`src/inc/jet_mode_pkg.sv`:
```
// Shared constants and types for the reaction-jet mode controller.
// Assumes a 100 MHz REF_CLK and a control cycle derived from it.
package jet_mode_pkg;
    // ==========================================================
    // Timing
    localparam int CLK_MHZ = 100;
    localparam int IMPULSE_MS = 14;
    localparam int IMPULSE_CYC = IMPULSE_MS * 1000 * CLK_MHZ;
    localparam int CTRL_CYCLE_MS = 100;
    localparam int CTRL_CYCLE_CYC = CTRL_CYCLE_MS * 1000 * CLK_MHZ;

    // ==========================================================
    // APB register map (byte addresses)
    localparam logic [7:0] CTRL_OFS = 8'h00;
    localparam logic [7:0] CONFIG_OFS = 8'h04;
    localparam logic [7:0] STATUS_OFS = 8'h08;
    localparam logic [7:0] AUTO_CMD_OFS = 8'h0C;
    localparam logic [7:0] JET_OFS = 8'h10;

    // CTRL fields
    localparam int CTRL_ON_BIT = 0;
    localparam int CTRL_RESUME_BIT = 1;
    localparam int CTRL_SEP_ACK_BIT = 2;
    localparam int CTRL_OFF_BIT = 3;
    // CONFIG fields
    localparam int CFG_RATE_LSB = 0;
    localparam int CFG_DB_BIT = 2;
    localparam int CFG_QUAD_LSB = 4;
    localparam logic [31:0] CONFIG_RESET = 32'h0000_00F0;

    // Rate table, milli-deg/sec, index by 2-bit code
    localparam logic [11:0] RATE_MDPS [4] = '{12'h032, 12'h0C8, 12'h1F4, 12'h7D0};
    // Deadband, centi-deg
    localparam logic [9:0] DB_SMALL_CDEG = 10'h032;
    localparam logic [9:0] DB_LARGE_CDEG = 10'h1F4;
    // Control-axis tilt about navigation X, centi-deg (-7.25 deg)
    localparam logic signed [11:0] AXIS_TILT_CDEG = -12'sd725;

    typedef enum logic [1:0] {SW_FREE = 2'h0, SW_HOLD = 2'h1, SW_AUTO = 2'h2} mode_sw_t;

    typedef enum logic [4:0] {
        ST_OFF = 5'b00001,
        ST_RJ = 5'b00010,
        ST_THRUST = 5'b00100,
        ST_REENTRY = 5'b01000,
        ST_SUSPEND = 5'b10000
    } ap_state_t;

    // Six discretes per hand controller: +x,-x,+y,-y,+z,-z
    typedef struct packed {
        logic [5:0] rot;
        logic [5:0] trans;
        logic [5:0] mimp;
    } hand_t;

    typedef struct packed {
        logic [5:0] rot;
        logic [5:0] trans;
    } jet_cmd_t;
endpackage : jet_mode_pkg

```
`src/rtl/reaction_jet_mode_control.sv`:
```
// Mode selection and command arbitration of the coasting reaction-jet autopilot.
// Assumes switch and hand-controller pins are asynchronous; APB on REF_CLK.
//
// How it works
// - Non-FREE needs inertial mode and computer source
// - Mode switch picks AUTO, HOLD or FREE
// - Only this autopilot heeds switch and hands
// - Source switch away stops control, return resumes
// - Ignition hands to thrust steering, cutoff back
// - Reentry only after attitude, separation, acknowledge
// - Jet commands leave on channels 5, 6
// - FREE: rotation detent exit gives one impulse
// - FREE: min-impulse used when rotation idle
// - FREE: no commands means drift
// - HOLD: hold captured attitude when idle
// - Rotation overrides hold; recapture after detent
// - HOLD, AUTO ignore min-impulse input
// - Control axes tilted -7.25 deg about X
// - AUTO idle follows automatic steering commands
// - Rotation overrides AUTO; resume on keypad
// - AUTO without steering acts like HOLD
// - Translation merged in every mode
// - Quad failure: any rotation command drops all translation
// - One load command steps three displays
// - Two-bit code selects maneuver rate
// - One bit selects deadband
`timescale 1ns/100ps
module reaction_jet_mode_control
    import jet_mode_pkg::*;
#(
    parameter int IMPULSE_CYCLES = IMPULSE_CYC,
    parameter int CTRL_CYCLES = CTRL_CYCLE_CYC
) (
    input wire logic REF_CLK,
    input wire logic RST,
    input wire logic [1:0] MODE_SWITCH,
    input wire logic CONTROL_SOURCE_SWITCH,
    input wire logic INERTIAL_MODE,
    input wire hand_t HAND_IN,
    input wire logic BURN_IGNITION,
    input wire logic BURN_CUTOFF,
    input wire logic SEP_ATTITUDE,
    input wire logic SEPARATED,
    input wire logic [31:0] PADDR,
    input wire logic PSEL,
    input wire logic PENABLE,
    input wire logic PWRITE,
    input wire logic [31:0] PWDATA,
    output logic [31:0] PRDATA,
    output logic PREADY,
    output logic PSLVERR,
    output logic [5:0] JET_CHANNEL5,
    output logic [5:0] JET_CHANNEL6,
    output logic THRUST_STEER_ACTIVE,
    output logic REENTRY_ACTIVE
);
    // ==========================================================
    // Input synchronisers
    logic [1:0] mode_s1_q, mode_q;
    logic src_s1_q, src_q, ins_s1_q, ins_q;
    hand_t hand_s1_q, hand_q;
    logic ign_s1_q, ign_q, cut_s1_q, cut_q, satt_s1_q, satt_q, sep_s1_q, sep_q;

    always_ff @(posedge REF_CLK) begin
        if (RST) begin
            mode_s1_q <= 2'h0;
            mode_q <= 2'h0;
            src_s1_q <= 1'b0;
            src_q <= 1'b0;
            ins_s1_q <= 1'b0;
            ins_q <= 1'b0;
            hand_s1_q <= '0;
            hand_q <= '0;
            ign_s1_q <= 1'b0;
            ign_q <= 1'b0;
            cut_s1_q <= 1'b0;
            cut_q <= 1'b0;
            satt_s1_q <= 1'b0;
            satt_q <= 1'b0;
            sep_s1_q <= 1'b0;
            sep_q <= 1'b0;
        end else begin
            mode_s1_q <= MODE_SWITCH;
            mode_q <= mode_s1_q;
            src_s1_q <= CONTROL_SOURCE_SWITCH;
            src_q <= src_s1_q;
            ins_s1_q <= INERTIAL_MODE;
            ins_q <= ins_s1_q;
            hand_s1_q <= HAND_IN;
            hand_q <= hand_s1_q;
            ign_s1_q <= BURN_IGNITION;
            ign_q <= ign_s1_q;
            cut_s1_q <= BURN_CUTOFF;
            cut_q <= cut_s1_q;
            satt_s1_q <= SEP_ATTITUDE;
            satt_q <= satt_s1_q;
            sep_s1_q <= SEPARATED;
            sep_q <= sep_s1_q;
        end
    end

    // ==========================================================
    // Control-cycle tick
    logic [31:0] cyc_cnt_q;
    logic tick;
    // Detent sampling and impulse starts wait for this tick
    assign tick = (cyc_cnt_q == 32'(CTRL_CYCLES - 1));

    always_ff @(posedge REF_CLK) begin
        if (RST) begin
            cyc_cnt_q <= 32'h0000_0000;
        end else if (tick) begin
            cyc_cnt_q <= 32'h0000_0000;
        end else begin
            cyc_cnt_q <= cyc_cnt_q + 32'h0000_0001;
        end
    end

    // ==========================================================
    // Registers
    logic on_req, off_req, resume_req, ack_req;
    logic [31:0] config_q, auto_cmd_q;
    logic wr_en, rd_en, addr_ok;
    logic [7:0] offs;

    assign offs = PADDR[7:0];
    assign addr_ok = (PADDR[31:8] == 24'h00_0000) && (offs == CTRL_OFS || offs == CONFIG_OFS
        || offs == STATUS_OFS || offs == AUTO_CMD_OFS || offs == JET_OFS);
    assign wr_en = PSEL && PENABLE && PWRITE && addr_ok;
    assign rd_en = PSEL && PENABLE && !PWRITE;
    // No wait states: each access ends in its first access cycle
    assign PREADY = 1'b1;
    assign PSLVERR = PSEL && PENABLE && !addr_ok;
    assign on_req = wr_en && offs == CTRL_OFS && PWDATA[CTRL_ON_BIT];
    assign off_req = wr_en && offs == CTRL_OFS && PWDATA[CTRL_OFF_BIT];
    assign resume_req = wr_en && offs == CTRL_OFS && PWDATA[CTRL_RESUME_BIT];
    assign ack_req = wr_en && offs == CTRL_OFS && PWDATA[CTRL_SEP_ACK_BIT];

    // Rate, deadband and quad health loaded as one word, like one load command
    always_ff @(posedge REF_CLK) begin
        if (RST) begin
            config_q <= CONFIG_RESET;
        end else if (wr_en && offs == CONFIG_OFS && !THRUST_STEER_ACTIVE) begin
            config_q <= {24'h00_0000, PWDATA[7:0]};
        end
    end

    // Bits 5:0 rotation request, bit 8 request valid
    always_ff @(posedge REF_CLK) begin
        if (RST) begin
            auto_cmd_q <= 32'h0000_0000;
        end else if (wr_en && offs == AUTO_CMD_OFS) begin
            auto_cmd_q <= {23'h00_0000, PWDATA[8], 2'h0, PWDATA[5:0]};
        end
    end

    logic [11:0] rate_mdps;
    logic [9:0] db_cdeg;
    logic [3:0] quad_ok;
    assign rate_mdps = RATE_MDPS[config_q[CFG_RATE_LSB +: 2]];
    assign db_cdeg = config_q[CFG_DB_BIT] ? DB_LARGE_CDEG : DB_SMALL_CDEG;
    assign quad_ok = config_q[CFG_QUAD_LSB +: 4];

    // ==========================================================
    // Autopilot ownership
    ap_state_t state_q;
    logic rj_enabled;
    logic sep_acked_q;

    always_ff @(posedge REF_CLK) begin
        if (RST) begin
            sep_acked_q <= 1'b0;
        end else if (ack_req && satt_q && sep_q) begin
            sep_acked_q <= 1'b1;
        end else if (state_q == ST_REENTRY || off_req) begin
            sep_acked_q <= 1'b0;
        end
    end

    always_ff @(posedge REF_CLK) begin
        if (RST) begin
            state_q <= ST_OFF;
        end else begin
            unique case (state_q)
                ST_OFF: begin
                    if (on_req) begin
                        state_q <= ST_RJ;
                    end
                end
                ST_RJ: begin
                    if (off_req) begin
                        state_q <= ST_OFF;
                    end else if (ign_q) begin
                        state_q <= ST_THRUST;
                    end else if (sep_acked_q && satt_q && sep_q) begin
                        state_q <= ST_REENTRY;
                    end else if (!src_q) begin
                        state_q <= ST_SUSPEND;
                    end
                end
                ST_SUSPEND: begin
                    if (off_req) begin
                        state_q <= ST_OFF;
                    end else if (src_q) begin
                        state_q <= ST_RJ;
                    end
                end
                ST_THRUST: begin
                    if (cut_q) begin
                        state_q <= ST_RJ;
                    end
                end
                // Final state: only reset leaves reentry
                ST_REENTRY: begin
                    state_q <= ST_REENTRY;
                end
                default: begin
                    state_q <= ST_OFF;
                end
            endcase
        end
    end

    assign THRUST_STEER_ACTIVE = (state_q == ST_THRUST);
    assign REENTRY_ACTIVE = (state_q == ST_REENTRY);
    // Hands and switch reach only this autopilot
    assign rj_enabled = (state_q == ST_RJ) && src_q;

    // FREE runs without the platform; other modes need it
    logic free_mode, mode_ok;
    assign free_mode = (mode_q == SW_FREE);
    assign mode_ok = free_mode || (ins_q && src_q);

    // ==========================================================
    // Detent exits per control cycle
    logic [5:0] rot_prev_q, mimp_prev_q;
    logic [5:0] rot_exit, mimp_exit;
    assign rot_exit = hand_q.rot & ~rot_prev_q;
    assign mimp_exit = hand_q.mimp & ~mimp_prev_q;

    always_ff @(posedge REF_CLK) begin
        if (RST) begin
            rot_prev_q <= 6'h00;
            mimp_prev_q <= 6'h00;
        end else if (tick) begin
            rot_prev_q <= hand_q.rot;
            mimp_prev_q <= hand_q.mimp;
        end
    end

    // ==========================================================
    // Impulse firing timer
    logic [31:0] imp_cnt_q;
    logic [5:0] imp_axes_q;

    // Loaded one short, so the jets stand exactly IMPULSE_CYCLES clocks
    always_ff @(posedge REF_CLK) begin
        if (RST || !rj_enabled || !free_mode) begin
            imp_cnt_q <= 32'h0000_0000;
            imp_axes_q <= 6'h00;
        end else if (tick && |rot_exit) begin
            imp_cnt_q <= 32'(IMPULSE_CYCLES - 1);
            imp_axes_q <= rot_exit;
        end else if (tick && hand_q.rot == 6'h00 && |mimp_exit) begin
            imp_cnt_q <= 32'(IMPULSE_CYCLES - 1);
            imp_axes_q <= mimp_exit;
        end else if (imp_cnt_q != 32'h0000_0000) begin
            imp_cnt_q <= imp_cnt_q - 32'h0000_0001;
        end else begin
            imp_axes_q <= 6'h00;
        end
    end

    // ==========================================================
    // Hold and auto steering
    logic hold_capture_q, auto_override_q;
    logic manual_rot;
    assign manual_rot = hand_q.rot != 6'h00;

    // Mode at the previous control cycle; only the second sync flop is read
    logic [1:0] mode_prev_q;

    always_ff @(posedge REF_CLK) begin
        if (RST) begin
            mode_prev_q <= SW_FREE;
        end else if (tick) begin
            mode_prev_q <= mode_q;
        end
    end

    // Capture pulse on entering HOLD or AUTO, or on stick returning to detent
    always_ff @(posedge REF_CLK) begin
        if (RST) begin
            hold_capture_q <= 1'b0;
        end else begin
            hold_capture_q <= rj_enabled && !free_mode && tick
                && ((rot_prev_q != 6'h00 && !manual_rot)
                || mode_q != mode_prev_q);
        end
    end

    // Stick activity freezes automatic maneuver until keypad resume
    always_ff @(posedge REF_CLK) begin
        if (RST) begin
            auto_override_q <= 1'b0;
        end else if (rj_enabled && mode_q == SW_AUTO && manual_rot) begin
            auto_override_q <= 1'b1;
        end else if (resume_req) begin
            auto_override_q <= 1'b0;
        end
    end

    logic auto_steer;
    assign auto_steer = (mode_q == SW_AUTO) && auto_cmd_q[8] && !auto_override_q;

    // ==========================================================
    // Jet command merge
    jet_cmd_t jet_d;
    logic [5:0] rot_sel, trans_sel;
    logic quad_failed;
    assign quad_failed = quad_ok != 4'hF;

    always_comb begin
        rot_sel = 6'h00;
        if (free_mode) begin
            rot_sel = imp_axes_q;
        end else if (manual_rot) begin
            rot_sel = hand_q.rot;
        end else if (auto_steer) begin
            rot_sel = auto_cmd_q[5:0];
        end
        // Min-impulse input never reaches rot_sel outside FREE
        trans_sel = hand_q.trans;
        if (quad_failed && rot_sel != 6'h00) begin
            trans_sel = 6'h00;
        end
        // Rotation also needs the platform outside FREE
        jet_d.rot = (rj_enabled && mode_ok) ? rot_sel : 6'h00;
        jet_d.trans = rj_enabled ? trans_sel : 6'h00;
    end

    // Outputs hold the control-axis frame, tilted AXIS_TILT_CDEG from nav base
    always_ff @(posedge REF_CLK) begin
        if (RST) begin
            JET_CHANNEL5 <= 6'h00;
            JET_CHANNEL6 <= 6'h00;
        end else begin
            JET_CHANNEL5 <= jet_d.trans;
            JET_CHANNEL6 <= jet_d.rot;
        end
    end

    // ==========================================================
    // Read mux
    always_comb begin
        PRDATA = 32'h0000_0000;
        if (rd_en) begin
            unique case (offs)
                CTRL_OFS: PRDATA = {27'h000_0000, state_q};
                CONFIG_OFS: PRDATA = config_q;
                STATUS_OFS: PRDATA = {8'h00, rate_mdps, db_cdeg, hold_capture_q,
                    auto_override_q};
                AUTO_CMD_OFS: PRDATA = auto_cmd_q;
                JET_OFS: PRDATA = {20'h0_0000, JET_CHANNEL5, JET_CHANNEL6};
                default: PRDATA = 32'h0000_0000;
            endcase
        end
    end
endmodule : reaction_jet_mode_control

```
`config.mk`:
```
export PLATFORM = sky130hd
export DESIGN_NAME = reaction_jet_mode_control
export DESIGN_NICKNAME = d
export VERILOG_FILES = /design/src/inc/jet_mode_pkg.sv /design/src/rtl/reaction_jet_mode_control.sv
export SDC_FILE = /design/constraint.sdc
export NUM_CORES = 1
export LEC_CHECK = 0
export ABC_AREA = 1
export BUFFER_PORTS_ARGS = -buffer_cell sky130_fd_sc_hd__buf_2
export CAP_MARGIN = 10
export CORE_MARGIN = 4
export CORE_UTILIZATION = 63
export CTS_BUF_LIST = sky130_fd_sc_hd__clkbuf_8
export DETAILED_ROUTE_END_ITERATION = 8
export PLACE_DENSITY = 0.88
export SLEW_MARGIN = 20
export SYNTH_ARGS = -nofsm -noshare
export SYNTH_HDL_FRONTEND = slang
export SYNTH_SLANG_ARGS = --single-unit
```
`constraint.sdc`:
```
create_clock -name REF_CLK -period 5.15 [get_ports REF_CLK]
set_input_delay 0.515 -clock REF_CLK [delete_from_list [all_inputs] [get_ports REF_CLK]]
set_output_delay 0.515 -clock REF_CLK [all_outputs]
set_load 0.02 [all_outputs]
```
# Yosys cells after proc, flatten, opt, wreduce, memory -nomap -nowiden
# Index checks and enable logic that the tools add are counted.
[classes]
add_sub_neg = 2
order_cmp = 1
n_eq_ne = 18
muxes = 28
bitwise_logic = 7
reduce_logical = 67
[op_table]
columns = ["cell", "count"]
rows = [
  ["$pmux 24 s5", 1],
  ["$mux 21", 3],
  ["$mux 5", 8],
  ["$mux 6", 6],
  ["$logic_and 1x1->1", 33],
  ["$add 32x1->32 const B", 1],
  ["$eq 32x24->1 const B", 1],
  ["$reduce_bool 32->1", 1],
  ["$sub 32x1->32 const B", 1],
  ["$pmux 5 s5", 1],
  ["$bmux 12 s2", 1],
  ["$logic_not 24->1", 1],
  ["$mux 12", 2],
  ["$mux 24", 1],
  ["$reduce_bool 6->1", 3],
  ["$eq 8x4->1 const B", 2],
  ["$and 6x6->6", 2],
  ["$not 6->6", 2],
  ["$reduce_or 6->1", 2],
  ["$logic_or 1x1->1", 9],
  ["$mux 9", 1],
  ["$eq 8x3->1 const B", 1],
  ["$eq 8x5->1 const B", 1],
  ["$logic_not 8->1", 1],
  ["other kinds (24)", 38],
]
[totals]
reg_bits = 171
in_bits = 95
out_inout_bits = 48
word_cells = 158

# Longest topological paths before layout
# Gate-level depths: netlist (run 1).
[logic_depth]
depth_word = 12
mapped_depth = 14
depth_no_buf = 14

# Worst setup path after synthesis (run 1)
# OpenSTA, ideal clock, no wires.
[synth_path]
kind = "input -> output"
start = "input port PADDR[7]"
end = "output port PRDATA[13]"
arrival_time_ns = 1.943
t_required_ns = 4.635
slack_ns = 2.692
cell_stages = 9
n_path_buf = 0
path_cell_list = "nor2_1 > nand2_1 > nor2_1 > nand3_1 > nor2_1 > inv_1 > nor2_1 > inv_1 > nor2_1"
[synth_between]
elab_chain_len = 3
word_cells_on_any_way = 7
classes_between = "4 x eq/ne; 2 x mux; 1 x reduce/logical"
[synth_rtl]
columns = ["item", "line", "rtl"]
rows = [
  ["start: declaration", "reaction_jet_mode_control.sv:44", "input wire logic [31:0] PADDR,"],
  ["$eq 8x5->1 (tied with other cells)", "reaction_jet_mode_control.sv:358", "unique case (offs)"],
  ["$pmux 24 s5 (*)", "reaction_jet_mode_control.sv:358", ""],
  ["$mux 24 (*)", "reaction_jet_mode_control.sv:357", "if (rd_en) begin"],
  ["end: declaration", "reaction_jet_mode_control.sv:49", "output logic [31:0] PRDATA,"],
]
# Every way passes the cells marked *; elsewhere a longest branch is shown, timed or not.

# Worst setup path in the final report (run 1)
[layout_path]
start = "input port PADDR[1]"
end = "output port PRDATA[5]"
# The elaborated chain is that of the path after synthesis.

==> results of run 1 <==
-- worst min-delay path by stage --
stage                     slack (ps)                  endpoint                startpoint  cells after the start
final                            240  config_q[7]$_SDFFE_PP1P_                 PWDATA[7]                      3
after floorplan                  390          cut_q$_SDFF_PP0_       cut_s1_q$_SDFF_PP0_                      2
after CTS                        220   hand_s1_q[9]$_SDFF_PP0_                HAND_IN[9]                      3
after global routing             220  config_q[6]$_SDFFE_PP1P_                 PWDATA[6]                      3
after detailed placement         390      hand_q[8]$_SDFF_PP0_   hand_s1_q[8]$_SDFF_PP0_                      2
after global placement           390     hand_q[10]$_SDFF_PP0_  hand_s1_q[10]$_SDFF_PP0_                      2
-- cell usage after synthesis, drive strengths merged, types with 2 or more instances --
library cell | count | area share (%)
o211ai | 2 | 0.18
or2 | 6 | 0.46
nor2 | 251 | 12
o22ai | 2 | 0.15
xnor2 | 5 | 0.53
a211oi | 6 | 0.55
o21bai | 4 | 0.37
xor2 | 6 | 0.64
inv | 222 | 10
a21oi | 53 | 3.2
nand2 | 197 | 9.1
conb | 2 | 0.092
nand4 | 42 | 3.5
nor3 | 33 | 2.3
nand3b | 3 | 0.27
nand3 | 63 | 4.0
dfxtp | 171 | 42
a221oi | 4 | 0.43
a31oi | 5 | 0.38
ha | 2 | 0.31
buf | 30 | 2.3
nor4 | 19 | 1.6
nor3b | 7 | 0.88
clkbuf | 8 | 0.37
o21ai | 53 | 3.4
-- power by group through the flow --
stage | clock network, mW | registers, mW | logic (mW)
after floorplan | 0 | 1.40 | 0.141
after global placement | 0 | 1.41 | 0.184
after detailed placement | 0 | 1.41 | 0.188
after CTS | 0.958 | 1.37 | 0.194
after global routing | 1.02 | 1.38 | 0.227
final | 0.944 | 1.38 | 0.195
-- state kept, by name (all words and copies together) (netlist names), 5 cells and up --
register / count
cyc_cnt_q: 32
imp_cnt_q: 32
hand_q: 18
hand_s1_q: 18
config_q: 8
auto_cmd_q: 7
JET_CHANNEL5: 6
JET_CHANNEL6: 6
imp_axes_q: 6
mimp_prev_q: 6
rot_prev_q: 6
state_q: 5
-- worst min-delay path, stage by stage --
cell and delay (ps):
buf_2 70, nand2_1 40, nand3_1 50
-- metal layers --
layer | part of all wire (%) | wire [µm] | vias to the layer above
met4 | 3.7 | 690 | 0
met2 | 47 | 8800 | 329
met1 | 41 | 7700 | 3463
met3 | 8.2 | 1530 | 75
li1 | - | - | 3976
met5 | 0 | 0 | -
-- cells by family (layout without fill, tap and decap cells) --
logic type      Yosys count  in the layout  share of synthesized area [%]
compound gates          133            133                           9.12
xor+xnor                 11             11                           1.17
fa+ha+maj                 2              2                          0.305
buf+inv                 260            364                           12.8
flops                   171            171                           41.7
other cells               2             11                         0.0916
simple gates            623            623                           34.7
-- per-stage QoR --
step / std cells / hold WS [ps]
floorplan: 1211 / 388
global placement: 1455 / 394
detailed placement: 1455 / 394
CTS: 1487 / 222
global route: 1487 / 224
finish: 1487 / 243
-- area by class of cell --
| class | instances | area, µm² | share of cell area (%) |
|---|---|---|---|
| clock buffer | 17 | 234 | 2.54 |
| timing repair buffer | 110 | 556 | 6.04 |
| clock inverter | 15 | 179 | 1.94 |
| sequential | 171 | 3420 | 37.2 |
| multi-input combinational | 780 | 3760 | 40.9 |
| tap | 172 | 215 | 2.34 |
| inverter | 222 | 833 | 9.06 |
==> summary.txt, run 1 <==
DR vias/cell: 5.27
CP top delay family: simple AND/OR/NAND/NOR gates
Sw Pwr: 680 µW
Top Usage Layer GRT: met2
first-pass GRT wire length: 30.9 mm
Total Power: 2.51 mW
most common cell after layout, fill and taps aside: nor2_1
count of final hold-check violations: 0
Via Count: 7,843
GR Overflow Total: 0
Die H: 122 µm
latest clock arrival within the worst-skew pair: 460 ps
GRT met3 Usage: 4.92%
Stages on worst setup path: 9
post-synthesis sequential area ratio: 41.7%
Pint: 1.83 mW
post-route setup slack: 2440 ps
HPWL Detailed: 13.9 mm
Max stage delay on crit path: 430 ps
worst hold path class: primary input to register
syn avg cell area: 6.82 µm²
CP endpoint: PRDATA[5]
CP max FO: 13
Period Utilization, post-route: 52.6%
worst vdd ir: 173 µV
Net Sw Frac: 27.0%
Clock Power Share: 37.5%
number of flops mapped to enable cells by yosys: 0
Critical path buffers and inverters: 3
worst reg2reg path endpoint: cyc_cnt_q[19]$_SDFF_PP0_
Cell Area, Synth: 0.00820 mm²
flops & latches, synth: 171
starting density of the core: 64.7%
port bufs: 108
# resized after CTS: 0
DP Area: 0.00879 mm²
RSZ-0062 raised after global routing: false
H-tree levels: 4
clock root buffer: clkbuf_8
setup bufs post-CTS: 0
CTS tree: built
Max Cap Viol: 0
die width: 122 µm
filler cell count in the final layout: 1,031
area delta synth->final: 12.2%
Crit. End Element: output pin
layout cell share with drive strength beyond 1: 15.0%
WL final: 18.7 mm
GR Util met2: 44.3%
Max Buffers Root-to-Sink: 2
Pleak: 4.25 nW
die area: 0.0149 mm²
total core area: 0.0127 mm²
io pins: 143
PwrDens: 273 mW/mm²
GRT Total Usage: 25.5%
Setup TNS: 0 ps
FFs w/ async S/R, synth: 0%
Row Count: 41
Top FF cell, synth: dfxtp_1
CP arrival: 2200 ps
largest net degree at the start of global routing: 67
Final min period: 2710 ps
RR Startpoint: cyc_cnt_q[0]$_SDFF_PP0_
synth warn: 0
DRT Pass-1 Iters: 6
Num CTS Buffers: 17
DRT iter0 DRCs: 639
Critical path origin: PADDR[1]
Slew Viols, Final: 0
Cells after Synth: 1,202
fin area: 0.00920 mm²
ANT cells: 0
status: finished, final reports clean
endpoints failing setup: 0
fmax: 369 MHz
Final nets: 1,399
antenna-violating nets left: 0
r2r setup slk: 2530 ps
clock transition at the registers of the reported paths: 100 ps
Slew @ Worst Pin: 910 ps
Cell variety after synth: 46
final core occ: 72.6%
Slew headroom: 38.8%
cts hold-fix bufs: 0
clk_skew: 16.7 ps
Place WS: 2160 ps
Crit path required time: 4640 ps
CP cell instances: buf_2, nor2_2, nand2_1, nor2_2, nor2_1, nor2_1, inv_1, a31oi_1, buf_2
DR WL/cell: 12.6 µm
grt met1 use: 30.1%
initial antenna violation count: 0
power share of the combinational group: 7.8%
sequential share of power: 54.7%
Reg2Reg Depth: 10
commonest cells after routing, fill and taps aside: nor2_1, inv_1, nand2_1
vias in the first global route: 7,039
DRC: 0
Worst setup SP type: primary input
gpl congestion: 0.983
crit path kind: primary input to output pin
# clock sinks: 171
Slowest cell on crit path: nor2_2
No activity file was read; power rests on OpenSTA's default activity.
==> run 2: changes to the inputs <==
- CORE_UTILIZATION: 63 -> 53
- PLACE_DENSITY: 0.88 -> 0.79
- clock period: 5.15 -> 2.4 ns (I/O delays scaled with it)
==> summary.txt, run 2 (synthesized netlist as in run 1, its figures left out) <==
GR Overflow Total: 0 (unchanged)
worst hold path class: primary input to register (unchanged)
Slew headroom: 48.6% (was 38.8%)
crit path kind: register to register (was primary input to output pin)
Pleak: 4.41 nW (was 4.25 nW)
PwrDens: 577 mW/mm² (was 273 mW/mm²)
# clock sinks: 171 (unchanged)
clk_skew: 17.0 ps (was 16.7 ps)
Reg2Reg Depth: 12 (was 10)
die width: 132 µm (was 122 µm)
WL final: 19.8 mm (was 18.7 mm)
largest net degree at the start of global routing: 60 (was 67)
multi-input logic area: 0.00376 mm² (about the same)
status: finished, final reports clean (unchanged)
filler cell count in the final layout: 1,364 (was 1,031)
Register Area: 0.00342 mm² (unchanged)
RR Startpoint: cyc_cnt_q[0]$_SDFF_PP0_ (unchanged)
clock transition at the registers of the reported paths: 90 ps (was 100 ps)
Final nets: 1,433 (was 1,399)
vias in the first global route: 7,326 (was 7,039)
CP cell instances: ha_1, nand2_1, nor2_4, inv_2, nor2_4, nand4_1, nor2_4, o21ai_4, nand2_2, inv_1, nand2_1, nor2_1 (was buf_2, nor2_2, nand2_1, nor2_2, nor2_1, nor2_1, inv_1, a31oi_1, buf_2)
Hold Path Sink: config_q[4]$_SDFFE_PP1P_ (was config_q[7]$_SDFFE_PP1P_)
antenna-violating nets left: 0 (unchanged)
most common cell after layout, fill and taps aside: nor2_1 (unchanged)
DRT Pass-1 Iters: 7 (was 6)
worst reg2reg path endpoint: imp_cnt_q[9]$_SDFFE_PP0P_ (was cyc_cnt_q[19]$_SDFF_PP0_)
gpl congestion: 0.943 (was 0.983)
DRT iter0 DRCs: 586 (was 639)
Slew @ Worst Pin: 764 ps (was 910 ps)
Top Registers: cyc_cnt_q (32), imp_cnt_q (32) (unchanged)
Max Cap Viol: 0 (unchanged)
fmax: 475 MHz
clock root buffer: clkbuf_8 (unchanged)
Slew Viols, Final: 0 (unchanged)
starting density of the core: 54.0% (was 64.7%)
hold wc startpoint: PWDATA[4] (was PWDATA[7])
Row Count: 45 (was 41)
worst vdd ir: 390 µV (was 173 µV)
Crit path required time: 2770 ps (was 4640 ps)
count of final hold-check violations: 0 (unchanged)
cts hold-fix bufs: 28 (was 0)
io pins: 143 (unchanged)
CTS tree: built (unchanged)
GRT Total Usage: 22.7% (was 25.5%)
DP Area: 0.00886 mm² (was 0.00879 mm²)
Max stage delay on crit path: 380 ps (was 430 ps)
r2r setup slk: 290 ps (was 2530 ps)
Slowest cell on crit path: dfxtp_1 (was nor2_2)
Period Utilization, post-route: 87.7%
DRC: 0 (unchanged)
DR WL/cell: 12.9 µm (was 12.6 µm)
Num CTS Buffers: 17 (unchanged)
DR vias/cell: 5.09 (was 5.27)
Die H: 132 µm (was 122 µm)
endpoints failing setup: 0 (unchanged)
port bufs: 108 (unchanged)
Setup TNS: 0 ps (unchanged)
layout cell share with drive strength beyond 1: 15.0% (about the same)
Total Power: 5.51 mW (was 2.51 mW)
Worst setup SP type: register (was primary input)
CP max FO: 15 (was 13)
initial antenna violation count: 0 (unchanged)
latest clock arrival within the worst-skew pair: 470 ps (was 460 ps)
H-tree levels: 4 (unchanged)
commonest cells after routing, fill and taps aside: nor2_1, inv_1, nand2_1 (unchanged)
Max Buffers Root-to-Sink: 2 (unchanged)
CP dominant cell by count: nor2_4
hold depth: 3 (unchanged)
area delta synth->final: 16.4% (was 12.2%)
HPWL Detailed: 14.5 mm (was 13.9 mm)
# resized after CTS: 0 (unchanged)
first-pass GRT wire length: 33.4 mm (was 30.9 mm)
Final min period: 2110 ps
hold slack: 28.7 ps (was 243 ps)
Crit. End Element: register (was output pin)
Via Count: 7,826 (was 7,843)
ANT cells: 0 (unchanged)
total core area: 0.0152 mm² (was 0.0127 mm²)
die area: 0.0175 mm² (was 0.0149 mm²)
fin area: 0.00955 mm² (was 0.00920 mm²)
RSZ-0062 raised after global routing: false (unchanged)
setup bufs post-CTS: 0 (unchanged)
CP arrival: 2470 ps (was 2200 ps)
run 2: changes by cell type in the layout (fill, tap and decap cells not counted), moves of 2 or more:
cell,before,now
buf_4,2,7
clkinv_2,0,2
clkinv_8,3,0
clkinvlp_4,3,1
dlygate4sd3_1,0,28
inv_6,3,5
inv_8,3,1
run 2: per-layer routing:
metal / up-vias / routed length [µm] / GRT usage (%) / part of all wire, %
li1: 4050 / - / - / -
met1: 3467 / 8590 / 27.9 / 43
met2: 284 / 9540 / 39.8 / 48
met3: 25 / 1420 / 5.57 / 7.2
met4: 0 / 267 / 6.18 / 1.3
met5: - / 0 / 0 / 0
run 2: worst max-delay path: cells and delay by family (launching register included):
family	cells	cell delay, ps
and+or+nand+nor	8	1120
buffers and inverters	2	240
AOI/OAI and AO/OA	1	100
adders and majority gates	1	180
DFF	1	380
run 2: how the worst max path moves through the flow:
stage	from	endpoint	slack (ps)	cells after the start
2_1_floorplan	state_q[0]$_SDFFE_PP1P_	state_q[1]$_SDFFE_PP0P_	400	9
5_1_grt	imp_cnt_q[0]$_SDFFE_PP0P_	imp_cnt_q[9]$_SDFFE_PP0P_	100	14
3_5_place_dp	cyc_cnt_q[0]$_SDFF_PP0_	imp_cnt_q[26]$_SDFFE_PP0P_	270	12
6_report	cyc_cnt_q[0]$_SDFF_PP0_	imp_cnt_q[9]$_SDFFE_PP0P_	290	12
3_3_place_gp	cyc_cnt_q[0]$_SDFF_PP0_	imp_cnt_q[26]$_SDFFE_PP0P_	300	12
4_1_cts	cyc_cnt_q[0]$_SDFF_PP0_	imp_cnt_q[9]$_SDFFE_PP0P_	280	12
run 2: report_power, final:
part / total, mW / internal, mW / switching (mW)
clock network: 2.09 / 0.977 / 1.12
registers: 2.95 / 2.91 / 0.0455
logic: 0.469 / 0.187 / 0.281
total: 5.51 / 4.07 / 1.44
run 2: cell type report:
type | instances | area share [%]
clock buffers | 18 | 2.59
clock inverters | 14 | 1.66
inverters | 222 | 8.73
multi-input cells | 780 | 39.4
flip-flops and latches | 171 | 35.8
well taps | 188 | 2.46
repair buffers | 144 | 9.35
run 2: metrics by stage:
step           util (%)  std cells  setup slack, ps
2_1_floorplan         -       1211              399
3_3_place_gp       58.3       1477              298
3_5_place_dp       58.3       1477              273
4_1_cts            62.8       1537              277
5_1_grt            62.8       1537              104
6_report           62.8       1537              295
==> run 3: changes to the inputs <==
- CORE_UTILIZATION: 53 -> 50
- PLACE_DENSITY: 0.79 -> 0.75
==> summary.txt, run 3 (synthesized netlist as in run 1, its figures left out) <==
fmax: 462 MHz (was 475 MHz)
Crit path required time: 2750 ps (was 2770 ps)
worst vdd ir: 457 µV (was 390 µV)
CP top delay family: simple AND/OR/NAND/NOR gates (unchanged)
status: finished, final reports clean (unchanged)
Pleak: 4.44 nW (was 4.41 nW)
Crit. End Element: register (unchanged)
antenna-violating nets left: 0 (unchanged)
met2 WL: 9.03 mm (was 9.54 mm)
H-tree levels: 4 (unchanged)
hold wc startpoint: PWDATA[8] (was PWDATA[4])
CP max FO: 31 (was 15)
clk_skew: 15.6 ps (was 17.0 ps)
clock transition at the registers of the reported paths: 90 ps (about the same)
vias in the first global route: 7,277 (was 7,326)
Setup TNS: 0 ps (unchanged)
Slew headroom: 63.7% (was 48.6%)
WL met3: 1.31 mm (was 1.42 mm)
worst hold path class: primary input to register (unchanged)
CP dominant cell by count: nor2_4 (unchanged)
largest net degree at the start of global routing: 56 (was 60)
CP arrival: 2520 ps (was 2470 ps)
Reg2Reg Depth: 12 (unchanged)
DRC: 0 (unchanged)
Max Buffers Root-to-Sink: 2 (unchanged)
Post-Layout Cell Count: 1,571 (was 1,537)
RR Startpoint: cyc_cnt_q[0]$_SDFF_PP0_ (unchanged)
first-pass GRT wire length: 32.7 mm (was 33.4 mm)
DRT iter0 DRCs: 529 (was 586)
port bufs: 108 (unchanged)
PwrDens: 569 mW/mm² (was 577 mW/mm²)
commonest cells after routing, fill and taps aside: nor2_1, inv_1, nand2_1 (unchanged)
hold depth: 3 (unchanged)
Slowest cell on crit path: dfxtp_1 (unchanged)
gpl congestion: 0.934 (was 0.943)
Row Count: 46 (was 45)
WL final: 19.4 mm (was 19.8 mm)
total core area: 0.0160 mm² (was 0.0152 mm²)
layout cell share with drive strength beyond 1: 15.2% (was 15.0%)
initial antenna violation count: 0 (unchanged)
area delta synth->final: 17.7% (was 16.4%)
DR WL/cell: 12.3 µm (was 12.9 µm)
crit path kind: register to register (unchanged)
die width: 136 µm (was 132 µm)
r2r setup slk: 230 ps (was 290 ps)
Hold Path Sink: auto_cmd_q[8]$_SDFFE_PP0P_ (was config_q[4]$_SDFFE_PP1P_)
clock root buffer: clkbuf_8 (unchanged)
DRT Pass-1 Iters: 5 (was 7)
die area: 0.0185 mm² (was 0.0175 mm²)
# clock sinks: 171 (unchanged)
most common cell after layout, fill and taps aside: nor2_1 (unchanged)
starting density of the core: 51.3% (was 54.0%)
endpoints failing setup: 0 (unchanged)
Top Metal Used: met4 (unchanged)
post-route setup slack: 234 ps (was 295 ps)
Die H: 136 µm (was 132 µm)
Via Count: 7,750 (was 7,826)
placed insts: 1,510 (was 1,477)
Top Registers: cyc_cnt_q (32), imp_cnt_q (32) (unchanged)
Num CTS Buffers: 17 (unchanged)
Final nets: 1,440 (was 1,433)
HPWL Detailed: 14.5 mm (about the same)
CTS tree: built (unchanged)
CP cell instances: ha_1, nand2_1, nor2_4, inv_2, nor2_4, nand4_1, nor2_4, buf_6, inv_2, nand2_1, buf_12, a211oi_1 (was ha_1, nand2_1, nor2_4, inv_2, nor2_4, nand4_1, nor2_4, o21ai_4, nand2_2, inv_1, nand2_1, nor2_1)
met1 WL: 8.71 mm (was 8.59 mm)
RSZ-0062 raised after global routing: false (unchanged)
worst reg2reg path endpoint: cyc_cnt_q[19]$_SDFF_PP0_ (was imp_cnt_q[9]$_SDFFE_PP0P_)
latest clock arrival within the worst-skew pair: 460 ps (was 470 ps)
ANT cells: 0 (unchanged)
setup bufs post-CTS: 0 (unchanged)
Max stage delay on crit path: 380 ps (about the same)
Final min period: 2170 ps (was 2110 ps)
count of final hold-check violations: 0 (unchanged)
io pins: 143 (unchanged)
GR Overflow Total: 0 (unchanged)
Slew Viols, Final: 0 (unchanged)
GRT Total Usage: 21.4% (was 22.7%)
Max Cap Viol: 0 (unchanged)
Place WS: 177 ps (was 273 ps)
Worst setup SP type: register (unchanged)
DR vias/cell: 4.93 (was 5.09)
Slew @ Worst Pin: 544 ps (was 764 ps)
Critical path buffers and inverters: 4 (was 2)
Period Utilization, post-route: 90.3% (was 87.7%)
[run 3: final cells by class]
cell class | count | area [µm²]
clock buffer | 17 | 234
clock inverter | 14 | 179
fill | 1507 | 6350
inverter | 222 | 833
multi-input combinational | 780 | 3760
sequential | 171 | 3420
tap | 216 | 270
timing repair buffer | 151 | 955
[run 3: power by group]
part / switching [mW] / internal [mW]
combinational: 0.275 / 0.193
clock: 1.11 / 0.965
sequential: 0.0437 / 2.91
total: 1.43 / 4.06
[run 3: worst max path at each step]
stage,start,to,cells after the start
after floorplan,state_q[0]$_SDFFE_PP1P_,state_q[1]$_SDFFE_PP0P_,9
after global placement,cyc_cnt_q[0]$_SDFF_PP0_,cyc_cnt_q[19]$_SDFF_PP0_,12
after detailed placement,cyc_cnt_q[0]$_SDFF_PP0_,cyc_cnt_q[19]$_SDFF_PP0_,12
after CTS,cyc_cnt_q[0]$_SDFF_PP0_,cyc_cnt_q[19]$_SDFF_PP0_,12
after global routing,cyc_cnt_q[0]$_SDFF_PP0_,imp_cnt_q[9]$_SDFFE_PP0P_,12
final,cyc_cnt_q[0]$_SDFF_PP0_,cyc_cnt_q[19]$_SDFF_PP0_,12
[run 3: timing repair]
item / CTS / global route
gates resized for setup: 0 / 1
endpoints found under the hold margin: 30 / 0
hold buffers: 30 / 0
setup endpoints to repair: 0 / 6
[run 3: routing by layer]
metal	track usage (%)	vias to the layer above
met3	4.63	28
met2	36.5	226
met4	7.22	0
li1	-	4063
met5	0	-
met1	26.9	3433
[run 3: worst min-delay path: stages]
cell	delay, ps
buf_2	80
o21ai_1	60
a21oi_1	110
[run 3: stage by stage]
stage	total power, mW	util [%]	instance area (µm²)	hold WS [ps]
global route	5.73	60.3	9650	51.1
CTS	5.54	60.3	9650	40.9
floorplan	3.31	-	8240	347
detailed placement	3.43	55.8	8940	392
finish	5.49	60.3	9650	69.3
global placement	3.42	55.8	8940	388
